--- config.mk ---
export PLATFORM = sky130hd
export DESIGN_NAME = read_dma_ext_cmd
export DESIGN_NICKNAME = d
export VERILOG_FILES = /design/src/rtl/read_dma_ext_pkg.sv /design/src/rtl/read_dma_ext_cmd.sv /design/src/rtl/byte_pair_reg.sv
export VERILOG_INCLUDE_DIRS = /design/src /design/src/rtl
export SDC_FILE = /design/constraint.sdc
export NUM_CORES = 1
export LEC_CHECK = 0
export BUFFER_PORTS_ARGS = -buffer_cell sky130_fd_sc_hd__buf_2
export CELL_PAD_IN_SITES_DETAIL_PLACEMENT = 1
export CELL_PAD_IN_SITES_GLOBAL_PLACEMENT = 1
export CORE_ASPECT_RATIO = 0.5
export CORE_MARGIN = 2
export CORE_UTILIZATION = 37
export CTS_CLUSTER_DIAMETER = 200
export DETAILED_ROUTE_END_ITERATION = 10
export GPL_TIMING_DRIVEN = 1
export PLACE_DENSITY_LB_ADDON = 0.1
export SYNTH_ARGS = -nofsm -noshare
export SYNTH_HDL_FRONTEND = slang
export SYNTH_SLANG_ARGS = --single-unit
--- constraint.sdc ---
create_clock -name i_clk -period 3.5 [get_ports i_clk]
set_clock_uncertainty 0.15 [all_clocks]
set_input_delay 0.525 -clock i_clk [delete_from_list [all_inputs] [get_ports i_clk]]
set_output_delay 0.525 -clock i_clk [all_outputs]
set_load 0.05 [all_outputs]
--- src/rtl/read_dma_ext_map.svh ---
`ifndef READ_DMA_EXT_MAP_SVH
`define READ_DMA_EXT_MAP_SVH

// ----------------------------------------
// Register offsets
// ----------------------------------------
`define OFS_FEATURE 8'h00
`define OFS_COUNT 8'h04
`define OFS_ADDR_LO 8'h08
`define OFS_ADDR_MID 8'h0C
`define OFS_ADDR_HI 8'h10
`define OFS_DEV_SEL 8'h14
`define OFS_CMD 8'h18
`define OFS_ERROR 8'h1C
`define OFS_DEV_CTRL 8'h20
`define OFS_IRQ_STAT 8'h24
`define OFS_IRQ_EN 8'h28
`define OFS_IRQ_CLR 8'h2C
`define OFS_CONFIG 8'h30

// ----------------------------------------
// Fields and values
// ----------------------------------------
`define CMD_READ_DMA_EXT 8'h25
`define BIT_LBA 6
`define BIT_DEV 4
`define BIT_HOB 7
`define BIT_ABRT 2
`define BIT_UNC 6
`define IRQ_DONE 0
`define IRQ_FAIL 1
`define CFG_DEV 0
`define CFG_PACKET 1
`define DEV_SEL_MASK 8'hF0
`define SEC_ZERO_CNT 17'h10000
`define RST_BYTE 8'h00
`define WORDS_PER_SECTOR 256
`endif

--- src/rtl/read_dma_ext_pkg.sv ---
package read_dma_ext_pkg;
  typedef enum logic [0:0] {ST_IDLE, ST_RUN} cmd_state_e;
  typedef struct packed {
    logic [7:0] addr;
    logic write;
    logic [31:0] wdata;
  } apb_req_s;
  typedef struct packed {
    logic bsy;
    logic drdy;
    logic df;
    logic drq;
    logic err;
  } dev_status_s;
endpackage

--- src/rtl/read_dma_ext_cmd.sv ---
`timescale 1ns/10ps
`include "read_dma_ext_map.svh"
module read_dma_ext_cmd #(
  parameter int WORDS = `WORDS_PER_SECTOR
) (
  // Clock and reset
  input wire logic i_clk,
  input wire logic i_rst_n,
  // APB slave
  input wire logic i_psel,
  input wire logic i_penable,
  input wire logic i_pwrite,
  input wire logic [7:0] i_paddr,
  input wire logic [31:0] i_pwdata,
  output logic [31:0] o_prdata,
  output logic o_pready,
  output logic o_pslverr,
  // DMA data port
  input wire logic i_dmack,
  output logic o_dmarq,
  output logic [15:0] o_dd,
  output logic o_dd_strobe,
  // Media source
  input wire logic i_media_valid,
  input wire logic [15:0] i_media_data,
  input wire logic i_media_err,
  input wire logic i_dev_fault,
  output logic o_media_take,
  output logic [47:0] o_media_lba,
  // Interrupt
  output logic o_irq
);
  localparam int NPAIR = 5;
  localparam int I_CNT = 1;
  localparam int I_LO = 2;
  localparam int I_MID = 3;
  localparam int I_HI = 4;
  localparam logic [7:0] PAIR_OFS [NPAIR] =
    '{`OFS_FEATURE, `OFS_COUNT, `OFS_ADDR_LO, `OFS_ADDR_MID, `OFS_ADDR_HI};
  localparam logic [8:0] WORDS_W = 9'(WORDS);

  read_dma_ext_pkg::apb_req_s req;
  read_dma_ext_pkg::dev_status_s stat;
  read_dma_ext_pkg::cmd_state_e state_ff;
  logic [7:0] cur_b [NPAIR];
  logic [7:0] prev_b [NPAIR];
  logic [15:0] load_val [NPAIR];
  logic [NPAIR-1:0] wr_pair;
  logic [NPAIR-1:0] load_pair;
  logic [31:0] prdata_ff;
  logic pready_ff;
  logic pslverr_ff;
  logic [7:0] dev_sel_ff;
  logic [7:0] dev_ctrl_ff;
  logic [7:0] cfg_ff;
  logic [7:0] errbits_ff;
  logic err_ff;
  logic df_ff;
  logic hide_ff;
  logic [16:0] sec_left_ff;
  logic [8:0] words_left_ff;
  logic [47:0] lba_ff;
  logic word_full_ff;
  logic [15:0] dd_ff;
  logic dd_strobe_ff;
  logic take_ff;
  logic [1:0] irq_stat_ff;
  logic [1:0] irq_en_ff;
  logic irq_ff;
  logic busy;
  logic setup;
  logic wr_en;
  logic cmd_wr;
  logic dev_match;
  logic go_ok;
  logic go_bad;
  logic [15:0] count16;
  logic [16:0] sec_init;
  logic [47:0] lba48;
  logic take;
  logic fail_media;
  logic fail;
  logic xfer;
  logic done_ok;
  logic [31:0] rd_val;
  logic [1:0] nxt_irq_stat;

  // ----------------------------------------
  // Helpers
  // ----------------------------------------
  function automatic logic [7:0] pick_byte(input logic [7:0] cur, input logic [7:0] prev,
                                           input logic hob, input logic hide);
    pick_byte = hide ? 8'h00 : (hob ? prev : cur);
  endfunction

  function automatic logic is_mapped(input logic [7:0] a);
    is_mapped = (a <= `OFS_CONFIG) && (a[1:0] == 2'h0);
  endfunction

  // ----------------------------------------
  // Bus decode
  // ----------------------------------------
  assign req = '{addr: i_paddr, write: i_pwrite, wdata: i_pwdata};
  assign setup = i_psel && !i_penable;
  assign wr_en = i_psel && i_penable && pready_ff && req.write;
  assign busy = (state_ff == read_dma_ext_pkg::ST_RUN);

  // ----------------------------------------
  // Register pairs
  // ----------------------------------------
  // Failing sector into pairs
  assign load_val[0] = 16'h0000;
  assign load_val[I_CNT] = 16'h0000;
  assign load_val[I_LO] = {lba_ff[31:24], lba_ff[7:0]};
  assign load_val[I_MID] = {lba_ff[39:32], lba_ff[15:8]};
  assign load_val[I_HI] = {lba_ff[47:40], lba_ff[23:16]};

  for (genvar i = 0; i < NPAIR; i++)
  begin : g_pair
    // Command block frozen while busy
    assign wr_pair[i] = wr_en && !busy && (req.addr == PAIR_OFS[i]);
    assign load_pair[i] = fail && (i >= I_LO);
    byte_pair_reg u_pair (
      .i_clk(i_clk),
      .i_rst_n(i_rst_n),
      .i_wr(wr_pair[i]),
      .i_wdata(req.wdata[7:0]),
      .i_load(load_pair[i]),
      .i_load_val(load_val[i]),
      .o_cur(cur_b[i]),
      .o_prev(prev_b[i])
    );
  end

  // ----------------------------------------
  // Command decode
  // ----------------------------------------
  // Sixteen-bit count
  assign count16 = {prev_b[I_CNT], cur_b[I_CNT]};
  assign sec_init = (count16 == 16'h0000) ? `SEC_ZERO_CNT : {1'b0, count16};
  assign lba48 = {prev_b[I_HI], prev_b[I_MID], prev_b[I_LO],
                  cur_b[I_HI], cur_b[I_MID], cur_b[I_LO]};
  assign cmd_wr = wr_en && !busy && (req.addr == `OFS_CMD);
  assign dev_match = (dev_sel_ff[`BIT_DEV] == cfg_ff[`CFG_DEV]);
  // Refused when packet capable
  // Missing addressing bit is refused rather than guessed
  assign go_ok = cmd_wr && dev_match && (req.wdata[7:0] == `CMD_READ_DMA_EXT)
                 && !cfg_ff[`CFG_PACKET] && dev_sel_ff[`BIT_LBA];
  assign go_bad = cmd_wr && dev_match && !go_ok;

  // ----------------------------------------
  // Transfer control
  // ----------------------------------------
  // Take blocked for a cycle so the source can drop its valid
  // No capture in a failing cycle, so no word is left stranded after abort
  assign take = busy && !word_full_ff && i_media_valid && !take_ff && !i_media_err
                && !i_dev_fault;
  assign fail_media = busy && !word_full_ff && i_media_valid && !take_ff && i_media_err;
  assign fail = fail_media || (busy && i_dev_fault);
  assign xfer = busy && word_full_ff && i_dmack;
  assign done_ok = xfer && (words_left_ff == 9'h001) && (sec_left_ff == 17'h00001) && !fail;

  always_ff @(posedge i_clk or negedge i_rst_n)
  begin
    if (!i_rst_n)
      state_ff <= read_dma_ext_pkg::ST_IDLE;
    else
    begin
      unique case (state_ff)
        read_dma_ext_pkg::ST_IDLE:
          if (go_ok)
            state_ff <= read_dma_ext_pkg::ST_RUN;
        read_dma_ext_pkg::ST_RUN:
          if (done_ok || fail)
            state_ff <= read_dma_ext_pkg::ST_IDLE;
      endcase
    end
  end

  always_ff @(posedge i_clk or negedge i_rst_n)
  begin
    if (!i_rst_n)
    begin
      sec_left_ff <= 17'h00000;
      words_left_ff <= 9'h000;
      lba_ff <= 48'h000000000000;
    end
    else if (go_ok)
    begin
      sec_left_ff <= sec_init;
      words_left_ff <= WORDS_W;
      lba_ff <= lba48;
    end
    else if (xfer && !fail)
    begin
      if (words_left_ff == 9'h001)
      begin
        words_left_ff <= WORDS_W;
        sec_left_ff <= sec_left_ff - 17'h00001;
        lba_ff <= lba_ff + 48'h000000000001;
      end
      else
        words_left_ff <= words_left_ff - 9'h001;
    end
  end

  // ----------------------------------------
  // Data word and DMA request
  // ----------------------------------------
  always_ff @(posedge i_clk or negedge i_rst_n)
  begin
    if (!i_rst_n)
    begin
      word_full_ff <= 1'b0;
      dd_ff <= 16'h0000;
      dd_strobe_ff <= 1'b0;
      take_ff <= 1'b0;
    end
    else
    begin
      take_ff <= take;
      dd_strobe_ff <= xfer && !fail;
      if (take)
      begin
        dd_ff <= i_media_data;
        word_full_ff <= 1'b1;
      end
      else if (xfer || fail)
        word_full_ff <= 1'b0;
    end
  end

  // ----------------------------------------
  // Status and error
  // ----------------------------------------
  always_ff @(posedge i_clk or negedge i_rst_n)
  begin
    if (!i_rst_n)
    begin
      errbits_ff <= `RST_BYTE;
      err_ff <= 1'b0;
      df_ff <= 1'b0;
    end
    else if (go_ok || done_ok)
    begin
      errbits_ff <= `RST_BYTE;
      err_ff <= 1'b0;
      df_ff <= 1'b0;
    end
    else if (go_bad || fail)
    begin
      errbits_ff <= fail_media ? (8'h01 << `BIT_UNC) : (8'h01 << `BIT_ABRT);
      err_ff <= 1'b1;
      df_ff <= fail && !fail_media;
    end
  end

  always_ff @(posedge i_clk or negedge i_rst_n)
  begin
    if (!i_rst_n)
      hide_ff <= 1'b0;
    else if (done_ok)
      hide_ff <= 1'b1;
    else if (|wr_pair || fail)
      hide_ff <= 1'b0;
  end

  assign stat.bsy = busy;
  assign stat.drdy = 1'b1;
  assign stat.df = df_ff;
  assign stat.drq = busy && word_full_ff;
  assign stat.err = err_ff;

  // ----------------------------------------
  // Control registers
  // ----------------------------------------
  always_ff @(posedge i_clk or negedge i_rst_n)
  begin
    if (!i_rst_n)
    begin
      dev_sel_ff <= `RST_BYTE;
      dev_ctrl_ff <= `RST_BYTE;
      cfg_ff <= `RST_BYTE;
      irq_en_ff <= 2'h0;
    end
    else if (wr_en)
    begin
      if (req.addr == `OFS_DEV_SEL && !busy)
        dev_sel_ff <= req.wdata[7:0] & `DEV_SEL_MASK;
      if (req.addr == `OFS_DEV_CTRL)
        dev_ctrl_ff <= req.wdata[7:0];
      if (req.addr == `OFS_CONFIG && !busy)
        cfg_ff <= req.wdata[7:0];
      if (req.addr == `OFS_IRQ_EN)
        irq_en_ff <= req.wdata[1:0];
    end
  end

  // ----------------------------------------
  // Interrupt
  // ----------------------------------------
  always_comb
  begin
    nxt_irq_stat = irq_stat_ff;
    if (wr_en && req.addr == `OFS_IRQ_CLR)
      nxt_irq_stat = nxt_irq_stat & ~req.wdata[1:0];
    // New event beats a clear in the same cycle
    if (done_ok)
      nxt_irq_stat[`IRQ_DONE] = 1'b1;
    if (go_bad || fail)
      nxt_irq_stat[`IRQ_FAIL] = 1'b1;
  end

  always_ff @(posedge i_clk or negedge i_rst_n)
  begin
    if (!i_rst_n)
    begin
      irq_stat_ff <= 2'h0;
      irq_ff <= 1'b0;
    end
    else
    begin
      irq_stat_ff <= nxt_irq_stat;
      irq_ff <= |(nxt_irq_stat & irq_en_ff);
    end
  end

  // ----------------------------------------
  // Read path
  // ----------------------------------------
  always_comb
  begin
    rd_val = 32'h00000000;
    unique case (req.addr)
      `OFS_COUNT:
        rd_val[7:0] = pick_byte(cur_b[I_CNT], prev_b[I_CNT], dev_ctrl_ff[`BIT_HOB], hide_ff);
      `OFS_ADDR_LO:
        rd_val[7:0] = pick_byte(cur_b[I_LO], prev_b[I_LO], dev_ctrl_ff[`BIT_HOB], hide_ff);
      `OFS_ADDR_MID:
        rd_val[7:0] = pick_byte(cur_b[I_MID], prev_b[I_MID], dev_ctrl_ff[`BIT_HOB], hide_ff);
      `OFS_ADDR_HI:
        rd_val[7:0] = pick_byte(cur_b[I_HI], prev_b[I_HI], dev_ctrl_ff[`BIT_HOB], hide_ff);
      `OFS_DEV_SEL: rd_val[7:0] = dev_sel_ff;
      `OFS_CMD: rd_val[7:0] = {stat.bsy, stat.drdy, stat.df, 1'b0, stat.drq, 2'b00, stat.err};
      `OFS_ERROR: rd_val[7:0] = errbits_ff;
      `OFS_DEV_CTRL: rd_val[7:0] = dev_ctrl_ff;
      `OFS_IRQ_STAT: rd_val[1:0] = irq_stat_ff;
      `OFS_IRQ_EN: rd_val[1:0] = irq_en_ff;
      `OFS_CONFIG: rd_val[7:0] = cfg_ff;
      default: rd_val = 32'h00000000;
    endcase
  end

  // One wait-free access phase; data latched in setup
  always_ff @(posedge i_clk or negedge i_rst_n)
  begin
    if (!i_rst_n)
    begin
      pready_ff <= 1'b0;
      pslverr_ff <= 1'b0;
      prdata_ff <= 32'h00000000;
    end
    else
    begin
      pready_ff <= setup;
      pslverr_ff <= setup && !is_mapped(req.addr);
      if (setup)
        prdata_ff <= rd_val;
    end
  end

  assign o_prdata = prdata_ff;
  assign o_pready = pready_ff;
  assign o_pslverr = pslverr_ff;
  assign o_dmarq = word_full_ff;
  assign o_dd = dd_ff;
  assign o_dd_strobe = dd_strobe_ff;
  assign o_media_take = take_ff;
  assign o_media_lba = lba_ff;
  assign o_irq = irq_ff;

  // ----------------------------------------
  // Checks
  // ----------------------------------------
  AST_GO_RUN: assert property (@(posedge i_clk) disable iff (!i_rst_n)
    go_ok |=> busy && !err_ff)
    else $error("command 25h not started");
  AST_PACKET: assert property (@(posedge i_clk) disable iff (!i_rst_n)
    cmd_wr && dev_match && cfg_ff[`CFG_PACKET] |=> !busy && err_ff && errbits_ff[`BIT_ABRT])
    else $error("packet device did not abort");
  AST_COUNT16: assert property (@(posedge i_clk) disable iff (!i_rst_n)
    go_ok && count16 != 16'h0000 |=> sec_left_ff == {1'b0, $past(count16)})
    else $error("sector count not assembled");
  AST_ZERO_CNT: assert property (@(posedge i_clk) disable iff (!i_rst_n)
    go_ok && count16 == 16'h0000 |=> sec_left_ff == `SEC_ZERO_CNT)
    else $error("zero count not 65536");
  AST_LBA48: assert property (@(posedge i_clk) disable iff (!i_rst_n)
    go_ok |=> o_media_lba == $past(lba48))
    else $error("start address wrong");
  AST_DEV_SKIP: assert property (@(posedge i_clk) disable iff (!i_rst_n)
    cmd_wr && !dev_match |=> !busy && $stable(errbits_ff))
    else $error("unselected device acted");
  AST_DONE_BSY: assert property (@(posedge i_clk) disable iff (!i_rst_n)
    done_ok |=> !busy && o_dd_strobe ##1 !o_dd_strobe)
    else $error("busy after completion");
  AST_DONE_FLAGS: assert property (@(posedge i_clk) disable iff (!i_rst_n)
    done_ok |=> !err_ff && !df_ff && !o_dmarq && irq_stat_ff[`IRQ_DONE])
    else $error("flags not cleared on completion");
  AST_HIDE: assert property (@(posedge i_clk) disable iff (!i_rst_n)
    setup && hide_ff && req.addr == `OFS_ADDR_LO |=> o_prdata == 32'h00000000)
    else $error("reserved field not zero");
  AST_ERR_ADDR: assert property (@(posedge i_clk) disable iff (!i_rst_n)
    fail |=> cur_b[I_LO] == $past(lba_ff[7:0]) && prev_b[I_HI] == $past(lba_ff[47:40]))
    else $error("failing address not loaded");
  AST_DMA: assert property (@(posedge i_clk) disable iff (!i_rst_n)
    o_dd_strobe |-> $past(o_dmarq) && $past(i_dmack))
    else $error("word moved without handshake");
endmodule

--- src/rtl/byte_pair_reg.sv ---
`timescale 1ns/10ps
`include "read_dma_ext_map.svh"
module byte_pair_reg (
  // Clock and reset
  input wire logic i_clk,
  input wire logic i_rst_n,
  // Host write
  input wire logic i_wr,
  input wire logic [7:0] i_wdata,
  // Internal load
  input wire logic i_load,
  input wire logic [15:0] i_load_val,
  // Bytes
  output logic [7:0] o_cur,
  output logic [7:0] o_prev
);
  logic [7:0] cur_ff;
  logic [7:0] prev_ff;

  // ----------------------------------------
  // Two-deep byte
  // ----------------------------------------
  // Shift on write
  always_ff @(posedge i_clk or negedge i_rst_n)
  begin
    if (!i_rst_n)
    begin
      cur_ff <= `RST_BYTE;
      prev_ff <= `RST_BYTE;
    end
    else if (i_load)
    begin
      cur_ff <= i_load_val[7:0];
      prev_ff <= i_load_val[15:8];
    end
    else if (i_wr)
    begin
      prev_ff <= cur_ff;
      cur_ff <= i_wdata;
    end
  end

  assign o_cur = cur_ff;
  assign o_prev = prev_ff;

  AST_PAIR_SHIFT: assert property (@(posedge i_clk) disable iff (!i_rst_n)
    i_wr && !i_load |=> o_prev == $past(o_cur) && o_cur == $past(i_wdata))
    else $error("pair did not shift on write");
endmodule

==> key figures, run 1 <==
Setup path
  • Worst EP arrival: 3.47 ns
  • Crit path kind: reg -> reg
  • Critical Path End Type: flip-flop
  • Reg-to-Reg Start: words_left_ff[1]
  • WP data required: about 3.7 ns
  • Critical Path Start: words_left_ff[1]
  • Startpoint types: flip-flop
  • Max FO, Critical Path: 8

Status
  • Status: finished, final reports clean

STA
  • Final Max Tran Viols: 0
  • Setup tns final: 0 ns
  • Setup ws final: between 0.2 and 0.25 ns
  • Final Hold Vio Count: 0
  • Part of the cycle the worst path needs: a little over 90%
  • Peak Freq: about 0.3 GHz
  • Unrepaired setup endpoints after global routing: no
  • Setup violators final: 0
  • Minimum clock period: 3.268 ns
  • Max-slew headroom: a little under half
  • Slew @ Worst Pin: a little under 0.8 ns

Floorplanning
  • Die Y: 124.4 um
  • Starting Density: between 30% and 40%
  • Die area: a little over 30000 um^2
  • Ports: 167
  • Die width: about 240 um
  • Core box area: between 20000 and 30000 um^2
  • Cell row count: 44

Synthesis
  • Post-synth EDFFs: 0
  • Main synth FF type: dfrtp_1
  • Register area share after synthesis: 46.17%
  • YS warnings: 0
  • Post-Syn Area: 10730 um^2
  • Post-Syn Instances: about 1100
  • Ys async rst share: 100.0%
  • Yosys cell types: 66
  • Syn_area_per_cell: ~9.5 um^2
  • #FFs+latches synth: 198

GRT
  • First-pass GRT wire length: 57860 um
  • Global routing usage on met3: 4.633%
  • Global Route met2 Usage: 38.06%
  • Initial antenna violation count: 1
  • Largest net degree at the start of global routing: about 100
  • Top Usage Layer GRT: met2
  • GRT Total Usage: 24.94%
  • M1 GR Usage: between 30% and 40%
  • Number of global-route vias before repair: about 9400
  • GR Overflow Total: 0

Place
  • I/O Buffers: about 120
  • RD Place Congestion: ~0.86
  • Hpwl dp: between 20000 and 30000 um
  • Place WS: 0.2883 ns

Clocking
  • CTS Root Cell: clkbuf_16
  • CTS buffer count: 17
  • CTS clock-pin slew for the worst setup and hold paths: approximately 0.070 ns
  • PostCTS Resize Cnt: 0
  • Post-CTS Setup Bufs: 0
  • TritonCTS clock tree: done
  • Max clock buf depth: 2
  • Clk_lat worst skew: about 0.46 ns
  • H-tree lvl count: 4
  • Cts hold-fix bufs: 1
  • CTS sink cnt: just under 200

Flow run
  • Maxcap violations: 0

Final layout
  • Nets: 1313
  • Layout cells sized above 1: about 21%
  • Core Util, Final: a little over two fifths
  • Area Growth Syn to Fin: 16.30%

Power
  • P per Cell Area: roughly 360 nW/um^2
  • Max rail drop VDD: roughly 390 uV
  • Leakage power: ~5.6 nW

Detailed routing
  • Vias: 9306
  • Vias per inst: 5.643
  • DRC violations left: 0
  • Pre-antenna DRT Iters: 5
  • Drt initial violations: approximately 730
  • Final ANT Viol Nets: 0
  • Drt total wl: between 30000 and 40000 um
  • WL/cell: about 22 um

Worst hold path
  • Hold Path Class: in -> reg
  • Hold_sp: i_media_data[7]
-- per-stage QoR --
stage	total power, W	instance area [um^2]	std cells	hold slack, ns
CTS	0.004554	12480	1647	0.07890
detailed placement	0.002567	11910	1614	0.3077
finish	0.004515	12480	1649	0.09852
global placement	0.002563	11910	1614	0.3050
global route	0.004672	12480	1647	0.1080
floorplan	0.002463	10820	1147	0.07941
-- placed cells by master (no fill, tap or decap), types with 14 or more instances in the layout --
cell	instances
dfrtp_1	198
nand2_1	161
buf_2	117
o21ai_0	96
mux2i_1	76
nor2_1	73
buf_4	47
mux2_2	42
a21oi_1	40
nor4_1	34
xnor2_1	34
nand3_1	31
nand4_1	30
conb_1	24
nor3_1	19
clkbuf_16	17
a31oi_1	16
inv_1	15
or3_1	14
xor2_1	14
-- logic make-up after synthesis --
| group | Yosys count | synth area share (%) |
|---|---|---|
| other | 1 | 0.03494 |
| adder cells (fa/ha/maj) | 5 | 0.5830 |
| multiplexers | 126 | 13.17 |
| XOR/XNOR | 48 | 3.918 |
| AND/OR/NAND/NOR | 437 | 20.57 |
| flip-flops | 198 | 46.17 |
| buffers and inverters | 109 | 4.804 |
| AO/OA/AOI/OAI | 200 | 10.75 |
-- state kept, by name (all words and copies together) (netlist names), 2 cells and up --
register              flops
o_prdata                  8
irq_stat_ff               2
cfg_ff                    8
dev_sel_ff                4
dev_ctrl_ff               8
errbits_ff                2
g_pair.u_pair.o_prev     32
o_dd                     16
irq_en_ff                 2
g_pair.u_pair.o_cur      32
o_media_lba              48
words_left_ff             9
sec_left_ff              17
-- worst paths after layout --
check / to / slack [ns] / cells after the start
max in group asynchronous: irq_en_ff[0] / 1.92 / 3
worst min register to register: o_dd[7] / 0.32 / 2
worst min-delay path: o_dd[7] / 0.1 / 3
worst max-delay path: o_media_lba[39] / 0.23 / 8
min in group asynchronous: o_media_lba[5] / 0.52 / 2
worst max register to register: o_media_lba[39] / 0.23 / 8
-- critical path, stage by stage (launching register included) --
cell and delay, ns:
dfrtp_1 0.41, inv_1 0.09, ha_1 0.18, nor4b_1 0.66, nand3_1 0.64, nor4_1 0.56, buf_4 0.20, mux2i_1 0.20
nand2_1 0.07
-- where the power goes --
group | switching, W | internal [W]
combinational | 0.000180 | 0.0000468
sequential | 0.00000431 | 0.00229
clock | 0.000927 | 0.00107
total | 0.00111 | 0.00340
-- layout make-up --
cell class / count / area (um^2)
tap: 391 / 489.2
antenna: 2 / 5.005
multi-input combinational: 840 / 5369
clock inverter: 9 / 102.6
clock buffer: 23 / 457.9
sequential: 198 / 4955
inverter: 16 / 60.06
fill: 3364 / 16260
timing repair buffer: 170 / 1042
-- synth_stat cells, drive strengths merged, types with 2 or more instances --
library cell | count | area [um^2]
nor2 | 74 | 277.8
nor4 | 37 | 244.0
nor3b | 2 | 15.01
o211ai | 2 | 15.01
or4b | 4 | 40.04
nor2b | 3 | 18.77
o21a | 3 | 22.52
a211oi | 2 | 15.01
o22ai | 9 | 56.30
o21ai | 96 | 480.5
clkbuf | 62 | 235.2
dfrtp | 198 | 4955
xnor2 | 34 | 297.8
buf | 31 | 220.2
mux2i | 76 | 760.7
or3b | 2 | 17.52
xor2 | 14 | 122.6
nand3b | 7 | 52.55
nand4bb | 2 | 22.52
nand2b | 5 | 31.28
mux4 | 8 | 180.2
a21boi | 2 | 15.01
mux2 | 42 | 473.0
and3 | 9 | 56.30
inv | 15 | 56.30
a31oi | 16 | 100.1
ha | 5 | 62.56
or3 | 14 | 87.58
and2 | 3 | 18.77
nand3 | 31 | 155.2
nand4b | 2 | 17.52
or4 | 12 | 93.84
nand2 | 162 | 608.1
nand4 | 30 | 187.7
o31ai | 4 | 30.03
a22o | 3 | 26.28
a22oi | 8 | 60.06
nor4b | 4 | 35.03
a21o | 2 | 15.01
and4 | 11 | 96.34
nor3 | 19 | 95.09
a21oi | 40 | 200.2
a221oi | 3 | 26.28
-- metal layers --
metal / part of all wire, % / wire (um)
met3: 5.4 / 1973
met5: 0 / 0
met4: 0.88 / 322
met2: 45 / 16430
met1: 49 / 18060
(Power assumes the default switching activity.)
==> run 2, diff against run 1 <==
--- a/config.mk
+++ b/config.mk
@@ -6,7 +6,7 @@
 export SDC_FILE = /design/constraint.sdc
 export NUM_CORES = 1
 export LEC_CHECK = 0
-export BUFFER_PORTS_ARGS = -buffer_cell sky130_fd_sc_hd__buf_2
+export BUFFER_PORTS_ARGS = -buffer_cell sky130_fd_sc_hd__buf_4
 export CELL_PAD_IN_SITES_DETAIL_PLACEMENT = 1
 export CELL_PAD_IN_SITES_GLOBAL_PLACEMENT = 1
 export CORE_ASPECT_RATIO = 0.5
==> run 2 against run 1 <==
Sequential share of layout area fell by 0.72 points. Worst hold slack improved by 0.0087 ns. Final area grew 1.8%. Wire length up 0.13%. Critical endpoint is now o_media_lba[38]. Largest power group unchanged. Highest routed layer unchanged.
==> key figures, run 2 (synthesized netlist as in run 1, its figures left out) <==
Setup path
  • CP peak stage delay: 0.63 ns (-0.03 ns)
  • Max FO, Critical Path: 7 (-1)
  • Worst-path cell with the longest stage delay: or4_4
  • Worst EP arrival: 3.50 ns (+0.03 ns)
  • Crit path kind: reg -> reg
  • WP data required: 3.73 ns (+0.03 ns)
  • Cells along the critical path: inv_1 > ha_1 > or4b_1 > or4_4 > or4_1 > or3_1 > a31oi_1
  • Critical Path End Type: flip-flop
  • Startpoint types: flip-flop

Power
  • Cell internal pwr: 0.003426 W (+0.64%)
  • Seq pwr share: 51.1% (+0.3 points)
  • Switching portion of total power: 23.78% (-0.82 points)
  • P per Cell Area: 353.7 nW/um^2 (-2.2%)
  • Clock power share: 43.8% (-0.4 points)
  • Sw Pwr: 0.001069 W (-3.7%)
  • Combinational Power Share: 5.2% (+0.2 points)
  • Leakage power: 5.551 nW (about the same)
  • Max rail drop VDD: 354.9 uV (-9.3%)

Detailed routing
  • Vias: 9218 (-0.95%)
  • WL/cell: 22.49 um (+0.80%)
  • Drt initial violations: 564 (-23%)
  • DRC violations left: 0 (unchanged)
  • Vias per inst: 5.628 (-0.28%)
  • Pre-antenna DRT Iters: 5 (unchanged)
  • Drt total wl: 36830 um (+0.13%)
  • Final ANT Viol Nets: 0 (unchanged)

STA
  • Minimum clock period: 3.276 ns (+0.008423 ns)
  • Final Hold Vio Count: 0 (unchanged)
  • Setup violators final: 0 (unchanged)
  • Slew @ Worst Pin: 0.7393 ns (-0.05149 ns)
  • Peak Freq: 0.3052 GHz (-0.26%)
  • Setup tns final: 0 ns (unchanged)
  • Final Max Tran Viols: 0 (unchanged)
  • Max-slew headroom: 50.71% (+4.2 points)
  • Part of the cycle the worst path needs: 93.61% (+0.24 points)
  • Unrepaired setup endpoints after global routing: no

Flow run
  • Maxcap violations: 0 (unchanged)

Worst hold path
  • Hold Path Class: in -> reg

GRT
  • Initial antenna violation count: 0 (-1)
  • GR Overflow Total: 0 (unchanged)
  • First-pass GRT wire length: 58350 um (+0.85%)
  • Largest net degree at the start of global routing: 83 (-18%)
  • Number of global-route vias before repair: 9685 (+3.4%)
  • GRT Total Usage: 25.01% (+0.072 points)

Final layout
  • Max reg flops: 48 (unchanged)
  • Final std cells w/o fill: 1638 (-0.67%)
  • Layout cells sized above 1: 20.05% (-0.65 points)
  • Commonest non-fill, non-tap cell in the layout: dfrtp_1
  • Register Area: 4955 um^2 (unchanged)
  • Core Util, Final: 44.23% (+0.80 points)
  • Most frequent cells in the layout: dfrtp_1, nand2_1, buf_4
  • Area occupied by multi-input gates: 5369 um^2 (unchanged)
  • Nets: 1307 (-0.46%)
  • FILL cells: 3289 (-2.2%)
  • Area Growth Syn to Fin: 18.44%
  • N_diodes: 0 (-2)

Clocking
  • CTS clock-pin slew for the worst setup and hold paths: 0.08 ns (about the same)
  • CTS sink cnt: 198 (unchanged)
  • Max clock buf depth: 2 (unchanged)
  • H-tree lvl count: 4 (unchanged)
  • Post-CTS Setup Bufs: 0 (unchanged)
  • Clk_lat worst skew: 0.45 ns (about the same)
  • CTS buffer count: 17 (unchanged)
  • TritonCTS clock tree: done
  • CTS Root Cell: clkbuf_16
  • PostCTS Resize Cnt: 0 (unchanged)
  • Cts hold-fix bufs: 1 (unchanged)

Status
  • Status: finished, final reports clean

Floorplanning
  • Ports: 167 (unchanged)
  • Core box area: 28740 um^2 (unchanged)
  • Die width: 244.9 um (unchanged)
  • Cell row count: 44 (unchanged)
  • Starting Density: 37.34% (unchanged)
  • Die area: 30470 um^2 (unchanged)
  • Die Y: 124.4 um (unchanged)

Place
  • Hpwl dp: 26710 um (-0.35%)
  • I/O Buffers: 118 (unchanged)
  • RD Place Congestion: 0.8714 (+1.4%)
  • Placed cells: 1608 (-0.37%)
run 2: cell count changes in the layout (fill, tap and decap cells not counted), sizes merged:
cell      change
buf           -6
clkbuf        +2
clkinv        -3
clkinvlp      -2
diode         -2
run 2: area by class of cell:
| class | instances | share of cell area [%] |
|---|---|---|
| sequential | 198 | 38.98 |
| timing repair buffer | 164 | 10.15 |
| clock inverter | 4 | 0.5709 |
| tap | 391 | 3.849 |
| inverter | 16 | 0.4725 |
| clock buffer | 25 | 3.741 |
| multi-input combinational | 840 | 42.24 |
run 2: critical path, delay by kind of cell, from the launching register on:
family                     cells  cell delay [ns]
buffers and inverters          1             0.09
and+or+nand+nor                4             2.19
adders and majority gates      1             0.18
DFF                            1             0.41
AOI/OAI and AO/OA              1             0.17
run 2: power by group through the flow:
stage / sequential (W) / clock (W) / combinational [W]
after detailed placement: 0.00234 / 0 / 0.000233
after global routing: 0.00229 / 0.00210 / 0.000251
after floorplan: 0.00234 / 0 / 0.000120
after CTS: 0.00230 / 0.00201 / 0.000235
final: 0.00230 / 0.00197 / 0.000233
after global placement: 0.00234 / 0 / 0.000230
run 2: stage by stage:
step | setup WS, ns | hold slack, ns | power [W] | area (um^2)
global route | 0.09005 | 0.09833 | 0.004647 | 12710
detailed placement | 0.2600 | 0.3181 | 0.002573 | 12150
CTS | 0.2318 | 0.09108 | 0.004540 | 12710
finish | 0.2238 | 0.1072 | 0.004496 | 12710
global placement | 0.3062 | 0.3108 | 0.002569 | 12150
floorplan | 0.4551 | 0.07941 | 0.002463 | 10820
run 2: metal layers:
| metal | wire length, um | share of wire [%] | track usage, % |
|---|---|---|---|
| met3 | 2019 | 5.5 | 5.171 |
| met4 | 610 | 1.7 | 6.851 |
| met2 | 16260 | 44 | 37.54 |
| met5 | 0 | 0 | 0 |
| met1 | 17940 | 49 | 36.47 |
run 2: path summary, 6_finish.rpt:
path	start	endpoint	slack [ns]	cells past startpoint
max in group asynchronous	i_rst_n	g_pair[2].u_pair.o_prev[3]	1.79	3
setup / recovery	words_left_ff[1]	o_media_lba[38]	0.22	7
min in group asynchronous	i_rst_n	g_pair[3].u_pair.o_cur[1]	0.54	2
hold reg to reg	o_dd[9]	o_dd[9]	0.33	2
hold / removal	i_media_data[11]	o_dd[11]	0.11	3
setup reg to reg	words_left_ff[1]	o_media_lba[38]	0.22	7
==> run 3, diff against run 2 <==
--- a/config.mk
+++ b/config.mk
@@ -18,4 +18,5 @@
 export PLACE_DENSITY_LB_ADDON = 0.1
 export SYNTH_ARGS = -nofsm -noshare
 export SYNTH_HDL_FRONTEND = slang
+export SYNTH_HIERARCHICAL = 1
 export SYNTH_SLANG_ARGS = --single-unit
==> constraint.sdc (replaced) <==
create_clock -name i_clk -period 3.5 [get_ports i_clk]
set_clock_uncertainty 0.15 [all_clocks]
set_input_delay 0.7 -clock i_clk [delete_from_list [all_inputs] [get_ports i_clk]]
set_output_delay 0.7 -clock i_clk [all_outputs]
set_load 0.05 [all_outputs]
==> run 3 against run 2 <==
Critical path depth is the same. Combinational power grew 25%. Worst setup slack gained 0.32 ns. Sequential power grew 2%. Largest cell class unchanged. Highest routed layer unchanged.
==> key figures, run 3 <==
Synthesis
  • Post-synth EDFFs: 0 (unchanged)
  • Synth top area cells: dfrtp_1, mux2i_1, nand2_1
  • Main synth FF type: dfrtp_1
  • #FFs+latches synth: 198 (unchanged)
  • Register area share after synthesis: 45.05% (-1.1 points)
  • Ys async rst share: 100.0% (unchanged)
  • Commonest cells post-synth: dfrtp_1, nand2_1, mux2i_1, o21ai_0, nor2_1
  • Post-Syn Instances: 1158 (+3.0%)
  • YS warnings: 6 (+6)
  • Syn_area_per_cell: 9.497 um^2 (-0.53%)
  • Most numerous cell in the Yosys netlist: dfrtp_1
  • Cell taking the most area after synthesis: dfrtp_1
  • Post-Syn Area: 11000 um^2 (+2.5%)
  • Post-synth top area share: 45.05% (-1.1 points)
  • Yosys cell types: 70 (+6.1%)

Final layout
  • Post-Layout Inst Area: 12950 um^2 (+1.9%)
  • Max reg flops: 48 (unchanged)
  • N_diodes: 0 (unchanged)
  • Core Util, Final: 44.47% (+0.24 points)
  • Commonest non-fill, non-tap cell in the layout: dfrtp_1
  • FILL cells: 3333 (+1.3%)
  • Most frequent cells in the layout: dfrtp_1, nand2_1, buf_4
  • Layout cells sized above 1: 19.42% (-0.63 points)
  • Nets: 1360 (+4.1%)
  • Area Growth Syn to Fin: 17.76%

Power
  • Clock power share: 43.7% (about the same)
  • Max rail drop VDD: 345.8 uV (-2.6%)
  • Sw Pwr: 0.001233 W (+15%)
  • P per Cell Area: 360.5 nW/um^2 (+1.9%)
  • Final Power: 0.004669 W (+3.9%)
  • Leakage power: 5.642 nW (+1.6%)
  • Switching portion of total power: 26.40% (+2.6 points)
  • Cell internal pwr: 0.003437 W (+0.30%)
  • Seq pwr share: 50.1% (-1.0 points)
  • Combinational Power Share: 6.2% (+1.0 points)

Setup path
  • Worst reg2reg path depth: 7 (unchanged)
  • Max FO, Critical Path: 5 (-2)
  • Critical Path End Type: flip-flop
  • R2R setup slack: 0.54 ns (+0.32 ns)
  • Startpoint types: flip-flop
  • Reg-to-Reg Start: words_left_ff[1]
  • Worst EP arrival: 3.20 ns (-0.30 ns)
  • Crit path kind: reg -> reg
  • WP data required: 3.74 ns (about the same)
  • RR Endpoint: o_irq

Floorplanning
  • Starting Density: 37.76% (+0.42 points)
  • Die area: 31200 um^2 (+2.4%)
  • Cell row count: 44 (unchanged)
  • Ports: 167 (unchanged)
  • Die width: 247.8 um (+1.2%)
  • Core box area: 29120 um^2 (+1.3%)
  • Die Y: 125.9 um (+1.2%)

Detailed routing
  • Met1 wire length: 19460 um (+8.5%)
  • Final ANT Viol Nets: 0 (unchanged)
  • Vias: 9617 (+4.3%)
  • Drt initial violations: 750 (+33%)
  • WL/cell: 23.33 um (+3.8%)
  • Highest metal used: met4
  • Vias per inst: 5.677 (+0.88%)
  • DRC violations left: 0 (unchanged)
  • Pre-antenna DRT Iters: 5 (unchanged)
  • Drt total wl: 39520 um (+7.3%)
  • Met2 wire length: 17450 um (+7.3%)
  • WL met3: 2070 um (+2.5%)

GRT
  • GR Overflow Total: 0 (unchanged)
  • Largest net degree at the start of global routing: 65 (-22%)
  • Number of global-route vias before repair: 9752 (+0.69%)
  • First-pass GRT wire length: 61000 um (+4.6%)
  • GRT Total Usage: 26.06% (+1.1 points)
  • Initial antenna violation count: 0 (unchanged)

Flow run
  • Maxcap violations: 0 (unchanged)

Clocking
  • Max clock buf depth: 2 (unchanged)
  • CTS Root Cell: clkbuf_16
  • CTS buffer count: 17 (unchanged)
  • H-tree lvl count: 4 (unchanged)
  • CTS clock-pin slew for the worst setup and hold paths: 0.07 ns (about the same)
  • Post-CTS Setup Bufs: 0 (unchanged)
  • TritonCTS clock tree: done
  • CTS sink cnt: 198 (unchanged)
  • PostCTS Resize Cnt: 0 (unchanged)
  • Clk_lat worst skew: 0.46 ns (about the same)
  • Cts hold-fix bufs: 0 (-1)

Place
  • I/O Buffers: 118 (unchanged)
  • Hpwl dp: 28930 um (+8.3%)
  • Placed cell area: 12370 um^2 (+1.8%)
  • RD Place Congestion: 0.8811 (+1.1%)

STA
  • Slew @ Worst Pin: 0.6804 ns (-0.05894 ns)
  • Final Max Tran Viols: 0 (unchanged)
  • Peak Freq: 0.3380 GHz (+11%)
  • Unrepaired setup endpoints after global routing: no
  • Minimum clock period: 2.958 ns (-0.3178 ns)
  • Setup tns final: 0 ns (unchanged)
  • Max-slew headroom: 54.22% (+3.5 points)
  • Hold Worst Slack: 0.07755 ns (-0.02968 ns)
  • Setup violators final: 0 (unchanged)
  • Final Hold Vio Count: 0 (unchanged)
  • Part of the cycle the worst path needs: 84.53% (-9.1 points)

Worst hold path
  • Hold Path Class: in -> async

Status
  • Status: finished, final reports clean
## run 3: how the worst max path moves through the flow
| stage | start | to | slack, ns |
|---|---|---|---|
| floorplan | i_paddr[1] | g_pair[1].u_pair/o_cur[0] | 0.66 |
| global placement | i_dev_fault | o_media_lba[47] | 0.38 |
| detailed placement | i_dev_fault | o_media_lba[47] | 0.34 |
| CTS | words_left_ff[1] | o_media_lba[47] | 0.55 |
| global route | words_left_ff[1] | o_media_lba[47] | 0.37 |
| finish | words_left_ff[1] | o_irq | 0.54 |
## run 3: kinds of logic (layout without fill, tap and decap cells)
| family | Yosys count | after routing | synth area share (%) |
|---|---|---|---|
| simple gates | 460 | 460 | 21.19 |
| fa+ha+maj | 5 | 5 | 0.5688 |
| mux | 126 | 126 | 12.42 |
| xor+xnor | 45 | 45 | 3.584 |
| flops | 198 | 198 | 45.05 |
| buf+inv | 105 | 206 | 5.506 |
| other cells | 1 | 45 | 0.03410 |
| compound gates | 218 | 218 | 11.64 |
## run 3: cell type report
cell class	count	area, um^2	area share, %
Multi-Input combinational cell	899	5633	43.49
Inverter	13	48.80	0.3768
Clock buffer	21	470.5	3.632
Tap cell	391	489.2	3.777
Clock inverter	11	115.1	0.8888
Timing Repair Buffer	161	1240	9.574
Sequential cell	198	4955	38.26
## run 3: layer usage
metal / global-route usage, % / up-vias
met5: 0 / -
met4: 6.446 / 0
met3: 4.902 / 32
met2: 38.67 / 244
met1: 38.96 / 4982
li1: - / 4359
## run 3: per-stage QoR
step                std cells  setup slack [ns]
finish                   1694            0.5416
CTS                      1694            0.5546
global placement         1662            0.3838
floorplan                1202            0.6609
detailed placement       1662            0.3368
global route             1694            0.3745
## run 3: power by group through the flow
stage | sequential [W] | combinational (W) | clock (W)
2_1_floorplan | 0.00237 | 0.000151 | 0
3_3_place_gp | 0.00238 | 0.000283 | 0
3_5_place_dp | 0.00238 | 0.000288 | 0
4_1_cts | 0.00234 | 0.000288 | 0.00208
5_1_grt | 0.00234 | 0.000313 | 0.00217
6_report | 0.00234 | 0.000291 | 0.00204
## run 3: worst max-delay path: stages, from the launching register on
cell	delay, ns
dfrtp_1	0.42
inv_1	0.10
ha_1	0.16
or4b_2	0.64
nor2_1	0.29
nand4_1	0.44
o21ai_0	0.44
a22o_1	0.24
